### src/hw/uetu_regs.vh
`ifndef UETU_REGS_VH
`define UETU_REGS_VH
// apb register byte offsets
`define UETU_OFS_STAT_LO 8'h00
`define UETU_OFS_STAT_HI 8'h04
`define UETU_OFS_ERRCTL 8'h08
`define UETU_OFS_LEVEL 8'h0C
`define UETU_OFS_TBA_LO 8'h10
`define UETU_OFS_TBA_HI 8'h14
`define UETU_OFS_RSTV_LO 8'h18
`define UETU_OFS_RSTV_HI 8'h1C
// error control bits
`define UETU_CTL_WEAK 1
// urgent error status fields
`define UETU_ST_MULTI_FETCHURG 0
`define UETU_ST_MULTI_FETCH 1
`define UETU_ST_MULTI_DATA 2
`define UETU_ST_SUPER 3
`define UETU_ST_ENDM_LO 4
`define UETU_ST_ENDM_HI 5
`define UETU_ST_IND_LO 6
`define UETU_ST_IND_HI 63
`define UETU_ST_FPFLT 17
`define UETU_ST_STFLT 19
`define UETU_ST_RESET 64'h0000_0000_0000_0000
// end method codes
`define UETU_ENDM_PRECISE 2'h0
`define UETU_ENDM_RETRY 2'h1
`define UETU_ENDM_NORETRY 2'h3
// processor state bits set on a trap
`define UETU_PS_ALTG 0
`define UETU_PS_SUPER 2
`define UETU_PS_FPU 4
`define UETU_PS_RED 5
// trap vector pieces
`define UETU_RED_VEC_OFS 64'h0000_0000_0000_00A0
`define UETU_NPC_STEP 64'h0000_0000_0000_0004
// cycle counter rewrite values and base register reset values
`define UETU_TICK_NPT_SET 64'h8000_0000_0000_0000
`define UETU_CMP_DIS_SET 64'h8000_0000_0000_0000
`define UETU_TBA_RESET 32'h0000_0000
`define UETU_RSTV_RESET 32'h0000_0000
`endif

### src/hw/uetu_apb_regs.v
`timescale 1ns/1ns
`include "uetu_regs.vh"
// apb slave: status read-back, vector bases, weak flag clear
module uetu_apb_regs (
    input wire core_clk, // core clock
    input wire sys_rst, // async reset, high
    input wire psel, // apb select
    input wire penable, // apb enable
    input wire pwrite, // apb direction
    input wire [7:0] paddr, // apb byte address
    input wire [31:0] pwdata, // apb write data
    output reg [31:0] prdata, // apb read data
    output wire pready, // apb ready
    output wire pslverr, // apb error on unmapped
    input wire [63:0] status, // urgent error status
    input wire [1:0] errCtl, // handler and weak flags
    input wire [7:0] levelInfo, // trap level and core state
    output reg [63:0] tbaR, // trap table base
    output reg [63:0] rstvR, // reset vector base
    output wire weakClr // weak flag clear pulse
);
    reg hit;
    reg [31:0] rdVal;
    wire wrAcc;
    // decode and read mux
    always @* begin
        hit = 1'b1;
        rdVal = 32'h0000_0000;
        if (paddr == `UETU_OFS_STAT_LO) begin
            rdVal = status[31:0];
        end else if (paddr == `UETU_OFS_STAT_HI) begin
            rdVal = status[63:32];
        end else if (paddr == `UETU_OFS_ERRCTL) begin
            rdVal = {30'h0000_0000, errCtl};
        end else if (paddr == `UETU_OFS_LEVEL) begin
            rdVal = {24'h00_0000, levelInfo};
        end else if (paddr == `UETU_OFS_TBA_LO) begin
            rdVal = tbaR[31:0];
        end else if (paddr == `UETU_OFS_TBA_HI) begin
            rdVal = tbaR[63:32];
        end else if (paddr == `UETU_OFS_RSTV_LO) begin
            rdVal = rstvR[31:0];
        end else if (paddr == `UETU_OFS_RSTV_HI) begin
            rdVal = rstvR[63:32];
        end else begin
            hit = 1'b0;
        end
    end
    assign pready = 1'b1; // no wait states
    assign pslverr = psel & penable & ~hit;
    assign wrAcc = psel & penable & pwrite;
    assign weakClr = wrAcc & (paddr == `UETU_OFS_ERRCTL)
                     & pwdata[`UETU_CTL_WEAK];
    // writable bases and read data capture
    always @(posedge core_clk or posedge sys_rst) begin
        if (sys_rst) begin
            tbaR <= {`UETU_TBA_RESET, `UETU_TBA_RESET};
            rstvR <= {`UETU_RSTV_RESET, `UETU_RSTV_RESET};
            prdata <= 32'h0000_0000;
        end else begin
            if (psel & ~penable) begin
                prdata <= rdVal; // captured in setup cycle
            end
            if (wrAcc & (paddr == `UETU_OFS_TBA_LO)) begin
                tbaR[31:0] <= pwdata;
            end
            if (wrAcc & (paddr == `UETU_OFS_TBA_HI)) begin
                tbaR[63:32] <= pwdata;
            end
            if (wrAcc & (paddr == `UETU_OFS_RSTV_LO)) begin
                rstvR[31:0] <= pwdata;
            end
            if (wrAcc & (paddr == `UETU_OFS_RSTV_HI)) begin
                rstvR[63:32] <= pwdata;
            end
        end
    end
endmodule

### src/hw/uetu_target_calc.v
`timescale 1ns/1ns
`include "uetu_regs.vh"
// trap target: vector table slot, or fixed slot off the reset vector
module uetu_target_calc (
    input wire [63:0] trapBase, // trap table base
    input wire [63:0] resetBase, // reset vector base
    input wire [8:0] trapType, // trap type code
    input wire levelNonZero, // trap level above zero before trap
    input wire recovery, // recovery mode taken for this trap
    output wire [63:0] target // computed trap address
);
    wire [63:0] tableAddr;
    // table slot from base, level half and type
    assign tableAddr = {trapBase[63:15], levelNonZero, trapType, 5'h0_0};
    assign target = recovery ? (resetBase + `UETU_RED_VEC_OFS)
                             : tableAddr; // see RULE8
endmodule

### src/hw/uetu_trap_unit.v
// Decided for this implementation: the address map and the APB register port.
`timescale 1ns/1ns
`include "uetu_regs.vh"
// Operation
// RULE1 - end method undefined after watchdog time-out
// RULE2 - single trap: status bit3 copies supervisor flag
// RULE3 - bits 2..0 record multiple-trap causes
// RULE4 - single trap: handler idle, urgent error
// RULE5 - multiple trap: handler busy, urgent/access error
// RULE6 - level at max: halt, abandon trap
// RULE7 - execution at max minus one: enter recovery
// RULE8 - target from table, or reset base plus A0
// RULE9 - state, then target, then level increment
// RULE10 - save pre-trap state, pc, next pc
// RULE11 - write fixed processor state on trap
// RULE12 - pc gets target, next pc target plus 4
// RULE13 - zero faulty condition, float, graphics status
// RULE14 - zero faulty window registers, flag it
// RULE15 - rewrite faulty cycle counter and compare
// RULE16 - full rewrite clears that register's error
// RULE17 - single trap updates indication bits 63..6
// RULE18 - single trap writes end method field
// RULE19 - single trap sets handler active
// RULE20 - multiple trap sets weak detection flag
// RULE21 - return instruction clears handler active
// RULE22 - end method codes 00, 01, 11
// RULE23 - float fault flag at status bit 17
// RULE24 - state fault flag at status bit 19
// RULE25 - several causes set together in one update
module uetu_trap_unit #(
    parameter LEVEL_W = 3, // trap level width
    parameter [2:0] LEVEL_MAX = 3'h5 // highest trap level
) (
    input wire core_clk, // core clock, 25 MHz
    input wire sys_rst, // async reset, high
    input wire psel, // apb select
    input wire penable, // apb enable
    input wire pwrite, // apb direction
    input wire [7:0] paddr, // apb byte address
    input wire [31:0] pwdata, // apb write data
    output wire [31:0] prdata, // apb read data
    output wire pready, // apb ready
    output wire pslverr, // apb error
    input wire trapReq, // error detection strobe
    input wire instrUrgentErr, // instruction urgent error seen
    input wire autoUrgentErr, // autonomous urgent error seen
    input wire fetchAccessErr, // instruction access error seen
    input wire dataAccessErr, // data access error seen
    input wire watchdogTimeout, // watchdog time-out seen
    input wire [57:0] errIndication, // detected error indications
    input wire [1:0] endMethod, // end method of trapped instr
    input wire [8:0] trapType, // trap type code
    input wire retireReturn, // return instruction completed
    input wire recoveryExit, // core leaves recovery mode
    input wire [12:0] curState, // pre-trap processor state
    input wire curStateFault, // processor state holds fault
    input wire [63:0] curPc, // pre-trap pc
    input wire curPcFault, // pc holds fault
    input wire [63:0] curNpc, // pre-trap next pc
    input wire curNpcFault, // next pc holds fault
    input wire ccrFault, // condition codes hold fault
    input wire fsrFault, // float status holds fault
    input wire gsrFault, // graphics status holds fault
    input wire [4:0] winFault, // window registers hold fault
    input wire tickFault, // cycle counter holds fault
    input wire [63:0] tickVal, // cycle counter value
    input wire cmpFault, // cycle compare holds fault
    input wire [63:0] cmpVal, // cycle compare value
    output reg trapTakenR, // trap taken pulse
    output reg haltedR, // halted fault state
    output reg recoveryR, // recovery mode state
    output reg [LEVEL_W-1:0] trapLevelR, // trap level
    output reg [63:0] pcR, // new pc
    output reg [63:0] npcR, // new next pc
    output reg [12:0] stateR, // new processor state
    output reg [12:0] savedStateR, // saved processor state
    output reg savedStateFaultR, // saved state carries fault
    output reg [63:0] savedPcR, // saved pc
    output reg savedPcFaultR, // saved pc carries fault
    output reg [63:0] savedNpcR, // saved next pc
    output reg savedNpcFaultR, // saved next pc carries fault
    output reg ccrZeroR, // zero condition codes pulse
    output reg fsrZeroR, // zero float status pulse
    output reg gsrZeroR, // zero graphics status pulse
    output reg [4:0] winZeroR, // zero window registers pulse
    output reg tickWrR, // cycle counter write pulse
    output reg [63:0] tickNewR, // cycle counter new value
    output reg cmpWrR, // cycle compare write pulse
    output reg [63:0] cmpNewR, // cycle compare new value
    output reg [63:0] statusR, // urgent error status
    output reg handlerActiveR, // urgent handler running
    output reg weakDetectR // weak detection state
);
    localparam [1:0] ST_EXEC = 2'h0;
    localparam [1:0] ST_RECOV = 2'h1;
    localparam [1:0] ST_HALT = 2'h2;
    reg [1:0] coreSt_r;
    reg [1:0] coreSt_nxt;
    reg [LEVEL_W-1:0] level_nxt;
    reg [63:0] status_nxt;
    reg [12:0] newState;
    reg enterRecov;
    wire single;
    wire multi;
    wire take;
    wire abandon;
    wire proceed;
    wire useRecov;
    wire [63:0] target;
    wire [63:0] tbaR;
    wire [63:0] rstvR;
    wire weakClr;
    wire fpZero;
    wire stZero;
    wire [2:0] causeSet;
    // register access
    uetu_apb_regs uRegs (
        .core_clk(core_clk),
        .sys_rst(sys_rst),
        .psel(psel),
        .penable(penable),
        .pwrite(pwrite),
        .paddr(paddr),
        .pwdata(pwdata),
        .prdata(prdata),
        .pready(pready),
        .pslverr(pslverr),
        .status(statusR),
        .errCtl({weakDetectR, handlerActiveR}),
        .levelInfo({haltedR, recoveryR, 3'h0, trapLevelR}),
        .tbaR(tbaR),
        .rstvR(rstvR),
        .weakClr(weakClr)
    );
    // trap kind; halted core takes no further traps
    assign single = trapReq & ~handlerActiveR
                    & (instrUrgentErr | autoUrgentErr); // see RULE4
    assign multi = trapReq & handlerActiveR
                   & (instrUrgentErr | fetchAccessErr
                      | dataAccessErr); // see RULE5
    assign take = (single | multi) & (coreSt_r != ST_HALT);
    assign abandon = take & (trapLevelR == LEVEL_MAX); // see RULE6
    assign proceed = take & ~abandon;
    // state transition first, then level increment
    always @* begin
        coreSt_nxt = coreSt_r;
        level_nxt = trapLevelR;
        enterRecov = 1'b0;
        case (coreSt_r)
            ST_EXEC: begin
                if (abandon) begin
                    coreSt_nxt = ST_HALT; // see RULE6
                end else if (proceed
                    && trapLevelR == LEVEL_MAX - 3'h1) begin
                    coreSt_nxt = ST_RECOV; // see RULE7
                    enterRecov = 1'b1;
                end
            end
            ST_RECOV: begin
                if (abandon) begin
                    coreSt_nxt = ST_HALT; // see RULE6
                end else if (recoveryExit & ~proceed) begin
                    coreSt_nxt = ST_EXEC;
                end
            end
            ST_HALT: begin
                coreSt_nxt = ST_HALT;
            end
            default: begin
                coreSt_nxt = ST_EXEC;
            end
        endcase
        if (proceed) begin
            level_nxt = trapLevelR + 3'h1; // see RULE9
        end else if (retireReturn && trapLevelR != 3'h0
                     && coreSt_r != ST_HALT) begin
            level_nxt = trapLevelR - 3'h1;
        end
    end
    // target uses the state chosen above, see RULE9
    assign useRecov = (coreSt_r == ST_RECOV) | enterRecov;
    uetu_target_calc uTarget (
        .trapBase(tbaR),
        .resetBase(rstvR),
        .trapType(trapType),
        .levelNonZero(trapLevelR != 3'h0),
        .recovery(useRecov),
        .target(target)
    );
    // fixed processor state written on every taken trap, not on one abandoned at the top level
    always @* begin
        newState = 13'h0000; // mm, byte order, others zero
        newState[`UETU_PS_ALTG] = 1'b1; // see RULE11
        newState[`UETU_PS_SUPER] = 1'b1;
        newState[`UETU_PS_FPU] = 1'b1;
        newState[`UETU_PS_RED] = useRecov;
    end
    // faulty register rewrites also mark status on single trap
    assign fpZero = fsrFault | gsrFault; // see RULE13
    assign stZero = |winFault; // see RULE14
    assign causeSet = {dataAccessErr, fetchAccessErr,
                       instrUrgentErr}; // see RULE25
    // status update
    always @* begin
        status_nxt = statusR;
        if (proceed & single) begin
            status_nxt[`UETU_ST_IND_HI:`UETU_ST_IND_LO] =
                errIndication; // see RULE17
            if (fpZero) begin
                status_nxt[`UETU_ST_FPFLT] = 1'b1; // see RULE23
            end
            if (stZero | curStateFault | curPcFault
                | curNpcFault) begin
                status_nxt[`UETU_ST_STFLT] = 1'b1; // see RULE24
            end
            // watchdog leaves the code meaningless, see RULE1
            status_nxt[`UETU_ST_ENDM_HI:`UETU_ST_ENDM_LO] =
                watchdogTimeout ? `UETU_ENDM_NORETRY // see RULE22
                                : endMethod; // see RULE18
            status_nxt[`UETU_ST_SUPER] = curStateFault
                | curState[`UETU_PS_SUPER]; // see RULE2
            status_nxt[`UETU_ST_MULTI_DATA:`UETU_ST_MULTI_FETCHURG] =
                3'h0; // see RULE3
        end else if (proceed & multi) begin
            status_nxt[`UETU_ST_MULTI_DATA:`UETU_ST_MULTI_FETCHURG] =
                statusR[`UETU_ST_MULTI_DATA:`UETU_ST_MULTI_FETCHURG]
                | causeSet; // see RULE3
        end
    end
    // core state, level and status flops
    always @(posedge core_clk or posedge sys_rst) begin
        if (sys_rst) begin
            coreSt_r <= ST_EXEC;
            trapLevelR <= {LEVEL_W{1'b0}};
            haltedR <= 1'b0;
            recoveryR <= 1'b0;
            statusR <= `UETU_ST_RESET;
        end else begin
            coreSt_r <= coreSt_nxt;
            trapLevelR <= level_nxt;
            haltedR <= (coreSt_nxt == ST_HALT);
            recoveryR <= (coreSt_nxt == ST_RECOV);
            statusR <= status_nxt;
        end
    end
    // handler and weak flags; a set wins over a same-cycle clear
    always @(posedge core_clk or posedge sys_rst) begin
        if (sys_rst) begin
            handlerActiveR <= 1'b0;
            weakDetectR <= 1'b0;
        end else begin
            if (proceed & single) begin
                handlerActiveR <= 1'b1; // see RULE19
            end else if (retireReturn) begin
                handlerActiveR <= 1'b0; // see RULE21
            end
            if (proceed & multi) begin
                weakDetectR <= 1'b1; // see RULE20
            end else if (weakClr) begin
                weakDetectR <= 1'b0;
            end
        end
    end
    // trap side effects, one cycle after the strobe
    always @(posedge core_clk or posedge sys_rst) begin
        if (sys_rst) begin
            trapTakenR <= 1'b0;
            pcR <= 64'h0000_0000_0000_0000;
            npcR <= 64'h0000_0000_0000_0000;
            stateR <= 13'h0000;
            savedStateR <= 13'h0000;
            savedStateFaultR <= 1'b0;
            savedPcR <= 64'h0000_0000_0000_0000;
            savedPcFaultR <= 1'b0;
            savedNpcR <= 64'h0000_0000_0000_0000;
            savedNpcFaultR <= 1'b0;
            ccrZeroR <= 1'b0;
            fsrZeroR <= 1'b0;
            gsrZeroR <= 1'b0;
            winZeroR <= 5'h00;
            tickWrR <= 1'b0;
            tickNewR <= 64'h0000_0000_0000_0000;
            cmpWrR <= 1'b0;
            cmpNewR <= 64'h0000_0000_0000_0000;
        end else begin
            trapTakenR <= proceed;
            ccrZeroR <= proceed & ccrFault; // see RULE13
            fsrZeroR <= proceed & fsrFault;
            gsrZeroR <= proceed & gsrFault;
            winZeroR <= {5{proceed}} & winFault; // see RULE14
            // a full rewrite regenerates parity, see RULE16
            tickWrR <= proceed & tickFault; // see RULE15
            cmpWrR <= proceed & cmpFault;
            if (proceed) begin
                pcR <= target; // see RULE12
                npcR <= target + `UETU_NPC_STEP;
                stateR <= newState; // see RULE11
                savedStateR <= curState; // see RULE10
                savedStateFaultR <= curStateFault;
                savedPcR <= curPc;
                savedPcFaultR <= curPcFault;
                savedNpcR <= curNpc;
                savedNpcFaultR <= curNpcFault;
                tickNewR <= `UETU_TICK_NPT_SET; // see RULE15
                cmpNewR <= `UETU_CMP_DIS_SET;
            end
        end
    end
endmodule
### config.mk
export PLATFORM = sky130hd
export DESIGN_NAME = uetu_trap_unit
export DESIGN_NICKNAME = d
export VERILOG_FILES = /design/src/hw/uetu_apb_regs.v /design/src/hw/uetu_target_calc.v /design/src/hw/uetu_trap_unit.v
export VERILOG_INCLUDE_DIRS = /design/src /design/src/hw
export SDC_FILE = /design/constraint.sdc
export NUM_CORES = 1
export LEC_CHECK = 0
export ABC_CLOCK_PERIOD_IN_PS = 49300
export BUFFER_PORTS_ARGS = -buffer_cell sky130_fd_sc_hd__buf_2
export CORE_AREA = 2 2 362 364
export DETAILED_ROUTE_END_ITERATION = 12
export DIE_AREA = 0 0 364 366
export PLACE_DENSITY_LB_ADDON = 0.08
export REMOVE_ABC_BUFFERS = 1
export SYNTH_ARGS = -nofsm -noshare
export SYNTH_HDL_FRONTEND = slang
export SYNTH_SLANG_ARGS = --single-unit
### constraint.sdc
create_clock -name core_clk -period 49.3 [get_ports core_clk]
set_input_delay 9.86 -clock core_clk [delete_from_list [all_inputs] [get_ports core_clk]]
set_output_delay 9.86 -clock core_clk [all_outputs]
set_load 0.03 [all_outputs]
* Word level (Yosys, flattened, before mapping)
Index checks and enable logic that the tools add are counted.
** Word-level totals
- Register bits after elaboration :: 521
- Logic and storage cells :: 137
** Cells by class
- Add/sub/neg operators :: 4
- Eq/ne operators :: 14
- Multiplexer cells :: 36
- Bitwise logic cells :: 42
- Reductions and logical operators :: 11
** Operators by type and width (number)
- 32-bit 2-to-1 mux :: 8
- 64-bit by 3-bit adder with 64-bit output, second input constant :: 1
- 64-bit by 8-bit adder with 64-bit output, second input constant :: 1
- 64-bit 2-to-1 mux :: 1
- 8-bit by 5-bit == test with 1-bit output, second input constant :: 4
- 1-bit bitwise AND :: 25
- 1-bit 2-to-1 mux :: 17
- 8-bit by 4-bit == test with 1-bit output, second input constant :: 2
- 3-bit 2-to-1 mux :: 4
- 2-bit 2-to-1 mux :: 5
- 1-bit OR :: 10
- 8-bit by 3-bit == test with 1-bit output, second input constant :: 1
- 8-bit zero test :: 1
- 2-bit nonzero test :: 4
- 3-bit == test, second input constant :: 2
- 2-bit case mux with 3 select lines :: 1
- 5-bit bitwise AND :: 1
- 1-bit NOT :: 5
- 5-bit OR reduction :: 1
- 2-bit by 1-bit == test with 1-bit output, second input constant :: 2
- 2-bit == test, second input constant :: 2
- 3-bit by 1-bit adder with 3-bit output, second input constant :: 1
- 1-bit logical AND :: 3
- 3-bit OR :: 1
- other kinds (4) :: 4

* Longest topological paths before layout
Gate-level depths: netlist (run 1).
- Word-level depth :: 15
- Gate-level depth with buffers :: 20
- Mapped depth without buffers :: 13

* Modules after synthesis
From an unflattened synthesis (run 1), not the netlist that was laid out.
** Unflattened totals
- Cells, all modules :: 2750
- Area, all modules :: 25458.2 µm²
** Modules (own cells, without submodules)
- uetu_trap_unit :: instances 1, cells each 1772, area each 15630.0 µm², sequential area each 8883.5 µm²
- uetu_apb_regs :: instances 1, cells each 649, area each 7902.6 µm², sequential area each 4003.8 µm²
- uetu_target_calc :: instances 1, cells each 329, area each 1925.6 µm², sequential area each 0.0 µm²

* Least setup slack after synthesis (run 1)
OpenSTA, ideal clock, no wires.
- Path type :: input to output
- From :: in paddr[1]
- To :: out pslverr
- Arrival :: 10.592 ns
- Data required time :: 39.440 ns
- Path slack :: 28.848 ns
- Stages on the path :: 3
- Path buffers :: 0
- Cells stage by stage :: nor3_1 -> nand2_1 -> and3_1
** On the way
- Cells in the longest elaborated chain, start to end :: 11
** RTL lines
- start: declaration :: line uetu_trap_unit.v:39 : input wire [7:0] paddr,
- 8-bit by 5-bit == test with 1-bit output (no line)
- 1-bit 2-to-1 mux :: line uetu_apb_regs.v:43 : end else if (paddr == `UETU_OFS_RSTV_HI) begin
- 1-bit 2-to-1 mux :: line uetu_apb_regs.v:41 : end else if (paddr == `UETU_OFS_RSTV_LO) begin
- 1-bit 2-to-1 mux :: line uetu_apb_regs.v:39 : end else if (paddr == `UETU_OFS_TBA_HI) begin
- 1-bit 2-to-1 mux :: line uetu_apb_regs.v:37 : end else if (paddr == `UETU_OFS_TBA_LO) begin
- 1-bit 2-to-1 mux :: line uetu_apb_regs.v:35 : end else if (paddr == `UETU_OFS_LEVEL) begin
- 1-bit 2-to-1 mux :: line uetu_apb_regs.v:33 : end else if (paddr == `UETU_OFS_ERRCTL) begin
- 1-bit 2-to-1 mux :: line uetu_apb_regs.v:31 : end else if (paddr == `UETU_OFS_STAT_HI) begin
- 1-bit 2-to-1 mux * :: line uetu_apb_regs.v:29 : if (paddr == `UETU_OFS_STAT_LO) begin
- 1-bit NOT * :: line uetu_apb_regs.v:50 : assign pslverr = psel & penable & ~hit;
- 1-bit bitwise AND * :: line uetu_apb_regs.v:50
- end: declaration :: line uetu_trap_unit.v:43 : output wire pslverr,
Mark *: on every way between the ends. The rest lies on a longest branch, timed or not.

* Worst setup path after layout (run 1)
Same ends and word-level chain as after synthesis.

==> results of run 1 <==
[worst max-delay path by stage]
stage | cells after the start | end | from | slack (ns)
after floorplan | 5 | statusR[10] | instrUrgentErr | 24.95
after global placement | 5 | pslverr | paddr[1] | 28.41
after detailed placement | 5 | pslverr | paddr[1] | 28.43
after CTS | 5 | pslverr | paddr[1] | 28.43
after global routing | 5 | pslverr | paddr[1] | 28.29
final | 5 | pslverr | paddr[1] | 28.43
[worst register-to-register path, cell delays in order, from the launching register on]
cell and delay, ns:
dfrtp_1 0.44, nor2b_1 0.25, nor3b_2 0.77, a21o_2 0.25, buf_4 0.39, and2_1 0.30
ha_1 0.24, nand2_1 0.10, or4_1 0.70, a211oi_2 0.35, nand4_1 0.50, nor4_2 0.97
nand4_1 0.26, xnor2_1 0.22, o21ai_0 0.09
[where the power goes]
part	internal [W]	switching (W)	total [W]	leakage, nW
registers	0.000425	0.00000374	0.000429	7.13
logic	0.0000139	0.0000397	0.0000536	8.07
clock network	0.000303	0.000208	0.000511	1.11
total	0.000742	0.000252	0.000994	16.3
[final cells by class]
cell class | count | area share
sequential | 515 | 0.3976
inverter | 17 | 0.002355
tap | 1742 | 0.06724
multi-input combinational | 1960 | 0.3495
antenna | 6 | 0.0004632
clock buffer | 107 | 0.06465
timing repair buffer | 713 | 0.1136
clock inverter | 16 | 0.004671
[registers in the layout, indices dropped and copies added (netlist names), 2 cells and up]
register	count
uRegs.rstvR	64
statusR	64
uRegs.tbaR	64
stateR	2
trapLevelR	3
uRegs.prdata	32
winZeroR	5
npcR	62
coreSt_r	2
savedNpcR	64
savedPcR	64
pcR	64
savedStateR	13
[metrics by stage]
| step | worst slack (ns) | instances | util |
|---|---|---|---|
| final | 28.43 | 5076 | 0.2513 |
| after global routing | 28.29 | 5073 | 0.2512 |
| after CTS | 28.43 | 5070 | 0.2512 |
| after detailed placement | 28.43 | 4947 | 0.2338 |
| after global placement | 28.41 | 4947 | 0.2338 |
| after floorplan | 24.95 | 2492 | - |
[cell usage in the layout (no fill, tap or decap), types with 11 or more instances in the layout]
| cell type | count |
|---|---|
| xnor2_1 | 44 |
| xor2_1 | 49 |
| nor4_1 | 24 |
| nand4_1 | 45 |
| or4_1 | 20 |
| a31oi_1 | 24 |
| nor3_1 | 25 |
| a21oi_1 | 61 |
| dfrtp_1 | 515 |
| nand3_1 | 45 |
| o21ai_0 | 174 |
| and2_1 | 23 |
| mux2_2 | 204 |
| a22oi_1 | 48 |
| inv_1 | 14 |
| conb_1 | 136 |
| clkbuf_1 | 21 |
| buf_4 | 45 |
| o31ai_1 | 20 |
| clkbuf_8 | 12 |
| nand2_1 | 731 |
| nor2_1 | 97 |
| buf_2 | 668 |
| and4_1 | 11 |
| clkbuf_16 | 74 |
[metal layers]
layer,up-vias,track usage
met3,126,0.05103
met1,10260,0.2103
li1,10140,-
met2,653,0.2727
met5,-,0
met4,12,0.03822
[cell families after synthesis]
family                   after synthesis
AND/OR/NAND/NOR                     1098
flip-flops                           515
AO/OA/AOI/OAI                        415
buffers and inverters                321
multiplexers                         215
XOR/XNOR                              93
adder cells (fa/ha/maj)                3
other                                  2
==> metrics.txt, run 1 <==
status completed; Routed WL 113000 um; combined area of the multi-input logic cells 11330 um2; crit-path most repeated cell buf_2; prevailing post-synth register cell dfrtp_1; Num CTS Buffers 71; distinct cell type count after synthesis 77; critical path launch point type primary input; Routed Antenna Nets 0; Hold Crit Depth 2; CP delay by family, top simple AND/OR/NAND/NOR gates; internal reg-to-reg setup slack 43.33 ns; crit path cell chain buf_2, nor3_1, nand2_1, and3_1, buf_2; placer's final routability congestion estimate 0.7741; Synth Cell Area 25420 um2; clock sinks ~520; max layer used met5; hold slack 0.4639 ns; initial antenna violation count 16; Die Footprint 133200 um2; Worst Path Max Fanout 10; share of layout cells above drive strength 1 0.3206; syn_area_per_cell 9.548 um2; worst hold path type reg -> reg; DRT met1 WL 49530 um; post-synthesis adder-cell area fraction 0.001772; row count 132; Final Power 0.0009941 W; metal3 WL 8247 um; sequential fraction of the synthesis area 0.5071; CTS clock-pin slew for the worst setup and hold paths 0.05 ns; Die W 364 um; Post-DP Area 30150 um2; CTS resizes 0; clock root buffer clkbuf_16; WP data arrival 11.01 ns; Post-CTS Setup Bufs 0; vias in the first global route roughly 21000; Critical Path RT 39.44 ns; Compound-Gate Fraction of Synth Area 0.1017; final non-filler cell area 32410 um2; Crit Path Category in -> out; 1st-pass router iterations 5; Post-CTS Hold Fix Bufs 0; top cells by area, synth dfrtp_1 (51%), nand2_1 (11%), mux2_2 (9.0%); R2R depth 14; Vias/cell 4.174; synthesis-to-finish area growth 27.54%; period utilization 0.4234; max_slew headroom 0.2582; initial core utilization 0.1970; crit path time final 20.87 ns; Wirelength per Cell 22.26 um; Overflow after GRT 0; Max Freq 47.91 MHz; Static Leak between 15 and 20 nW; DR WL met2 52830 um; Seq cells post-synth approximately 520; Synth top area share 0.5071; Hold EP savedPcR[5]; first-pass GRT wire length roughly 160000 um; # DRC 0; Setup crit end kind output port; Die Ht 366 um; largest net degree at the start of global routing 84; worst r2r src trapLevelR[2]; via count 21190; Post-synth EDFFs 0; crit-path max cell delay 0.35 ns; clk_lat worst skew around 0.66 ns; Slew Viols, Final 0; RSZ-0062 raised after global routing no; clk buf depth 3; DP HPWL 85210 um; # setup viols final 0; Post-Synth XOR/XNOR Area 0.03205; FFs w/ async S/R, synth 1.000; Synth area leader dfrtp_1; Seq. cell area approximately 13000 um2; VDD IR max roughly 22 uV; most common cell in the netlist nand2_1; Global Route Usage Sum 0.1655; max-cap violations 0; drt first-iter violations 981; Post-Syn Instances between 2000 and 3000; nets 3685; clock skew 0.02497 ns; PortBufs approximately 670; mux contribution to synthesized area 0.09570; pwr dens around 31 nW/um2; Final Hold Fails 0; main combinational cell family by area after synthesis simple AND/OR/NAND/NOR gates; Hold Crit Start savedPcR[5]; simple-gate share of the synthesized area 0.1915; commonest cells in the netlist nand2_1 (731), dfrtp_1 (515), mux2_2 (204), o21ai_0 (174), buf_4 (143); H-tree depth 3; Placeable Area roughly 130000 um2; critical path's slowest cell nand2_1; CTS tree done; actual slew at the worst max-slew pin 1.107 ns; Yosys Warn Count 0; setup TNS 0 ns; FF-to-FF End npcR[44]; Bufs and invs on worst path 2; # fillers 14160; I/O pins 933
Power figures use the tool's default switching activity.
==> run 2, diff against run 1 <==
- ABC_CLOCK_PERIOD_IN_PS: 49300 -> 18000
- CORE_AREA: 2 2 362 364 -> 2 2 363 365
- DIE_AREA: 0 0 364 366 -> 0 0 365 367
- clock period: 49.3 -> 18 ns (I/O delays scaled with it)
==> run 2 against run 1 <==
Non-clock buffer count unchanged. Die area is 0.55% higher. Register-to-register slack got worse by 31 ns. Clock skew rose by 0.0066 ns. Utilization decreased by 0.19 points. Design area rose by 0.37%. Clock-buffer cell count is 4 lower. Sequential share of layout area fell by 0.15 points. Critical path depth is the same. Critical path type unchanged. Combinational power rose to 2.7 times the previous value. Worst hold slack lost 0.0011 ns. Via count up 0.52%.
==> metrics.txt, run 2 (synthesis results as in run 1) <==
CTS tree done; initial antenna violation count 13 (-3); clock root buffer clkbuf_16; max_slew headroom 0.2175 (-0.04078); Max Freq about 120 MHz; clk_lat worst skew 0.67 ns (about the same); worst hold path type reg -> reg; pwr dens 85.48 nW/um2 (+180%); Static Leak 16.36 nW (+0.30%); actual slew at the worst max-slew pin 1.164 ns (+0.05664 ns); first-pass GRT wire length 162800 um (+0.76%); via count 21300 (+0.52%); # fillers 14460 (+2.1%); critical path's slowest cell nand2_1; Slew Viols, Final 0 (unchanged); Setup crit end kind output port; met2 Use GR 0.2705 (-0.002276); Bufs and invs on worst path 2 (unchanged); Overflow after GRT 0 (unchanged); CTS resizes 0 (unchanged); drt first-iter violations 1238 (+26%); most frequent cells in the layout nand2_1 (731), buf_2 (668), dfrtp_1 (515); synthesis-to-finish area growth 28.01%; nets 3687 (+0.054%); Die Ht 367 um (+0.27%); Worst Path Max Fanout 10 (unchanged); Routed WL 113900 um (+0.83%); I/O pins 933 (unchanged); Critical Path RT 14.40 ns (-25.04 ns); PortBufs 668 (unchanged); Placed Cells 4960 (+0.26%); H-tree depth 3 (unchanged); Die Footprint 134000 um2 (+0.55%); CP delay by family, top simple AND/OR/NAND/NOR gates; row count 133 (+0.76%); commonest non-fill, non-tap cell in the layout nand2_1; Post-CTS Setup Bufs 0 (unchanged); crit path cell chain buf_2, nor3_1, nand2_1, and3_1, buf_2; initial core utilization 0.1948 (-0.002230); VDD IR max 59.66 uV (+170%); Routed Antenna Nets 0 (unchanged); Layout Cells excl Fill 5090 (+0.28%); Wirelength per Cell 22.39 um (+0.56%); # setup viols final 0 (unchanged); Die W 365 um (+0.27%); CTS clock-pin slew for the worst setup and hold paths 0.05 ns (about the same); RSZ-0062 raised after global routing no; placer's final routability congestion estimate 0.7779 (+0.49%); clk buf depth 3 (unchanged); crit path time final between 8 and 9 ns; largest net degree at the start of global routing 96 (+14%); Post-CTS Hold Fix Bufs 0 (unchanged); DP HPWL 85780 um (+0.67%); clock sinks 515 (unchanged); # DRC 0 (unchanged); clock skew 0.03157 ns (+0.006595 ns); Num CTS Buffers 73 (+2.8%); Global Route Usage Sum 0.1662 (+0.0007646); vias in the first global route 21840 (+2.0%); period utilization 0.4618; Vias/cell 4.184 (+0.24%); met1 usage 0.2080 (-0.002309); share of layout cells above drive strength 1 0.3218 (+0.001212); status completed; GRT busiest layer met2; Placeable Area 130500 um2 (+1.1%); Crit Path Category in -> out; max-cap violations 0 (unchanged); crit-path max cell delay 0.32 ns (-0.03 ns); critical path launch point type primary input; hold slack 0.4627 ns (-0.001128 ns); met3 GRT Util 0.05652 (+0.005492); WP data arrival 4.71 ns (-6.30 ns); Final Hold Fails 0 (unchanged); crit-path most repeated cell buf_2; 1st-pass router iterations 5 (unchanged)
-- run 2: cell types whose count changed in the layout (fill, tap and decap cells not counted) --
cell	delta
inv_8	+1
inv_6	+1
clkbuf_1	-2
diode_2	-2
bufinv_16	+3
clkinv_4	+2
inv_16	+1
clkinv_2	-1
clkbuf_8	-2
-- run 2: worst paths after layout --
path                                     to  depth (start not counted)           from  slack (ns)
max                                 pslverr                          5       paddr[1]        9.69
min in group asynchronous     savedNpcR[29]                          2        sys_rst        3.07
min reg2reg                    savedPcR[44]                          2   savedPcR[44]        0.46
max in group asynchronous  uRegs.prdata[25]                          5        sys_rst       11.95
min                            savedPcR[44]                          2   savedPcR[44]        0.46
max reg2reg                        npcR[52]                         14  trapLevelR[1]       12.19
-- run 2: stage by stage --
| stage | utilization | cell area (um2) | TNS (ns) | worst slack, ns | total power [W] |
|---|---|---|---|---|---|
| after CTS | 0.2493 | 32520 | 0 | 9.676 | 0.002851 |
| after global placement | 0.2313 | 30170 | 0 | 9.270 | 0.001347 |
| after global routing | 0.2493 | 32530 | 0 | 9.554 | 0.002906 |
| after floorplan | - | 24200 | -5.163 | -0.09220 | 0.001273 |
| after detailed placement | 0.2313 | 30170 | 0 | 9.241 | 0.001347 |
| final | 0.2494 | 32530 | 0 | 9.689 | 0.002781 |
-- run 2: layer usage --
metal / up-vias / part of all wire
met4: 6 / 0.022
met3: 136 / 0.090
met1: 10290 / 0.42
met5: - / 0.00033
met2: 720 / 0.46
li1: 10140 / -
-- run 2: power by group --
group          switching, W  internal [W]  leakage, nW  total, W
clock network      0.000588      0.000870         1.16   0.00146
registers         0.0000102       0.00117         7.13   0.00118
logic              0.000109     0.0000380         8.07  0.000147
total              0.000707       0.00207         16.4   0.00278
-- run 2: tightest hold or removal path, cell delays in order (launching register included) --
cell     delay [ns]
dfrtp_1        0.33
nand2_1        0.05
nand2_1        0.05
-- run 2: area by class of cell --
| class | count | area, um2 | area share |
|---|---|---|---|
| inverters | 17 | 78.83 | 0.002423 |
| clock inverters | 23 | 291.5 | 0.008961 |
| flip-flops and latches | 515 | 12890 | 0.3961 |
| well taps | 1755 | 2196 | 0.06749 |
| multi-input cells | 1960 | 11330 | 0.3482 |
| repair buffers | 713 | 3681 | 0.1131 |
| clock buffers | 103 | 2061 | 0.06334 |
| diodes | 4 | 10.01 | 0.0003077 |
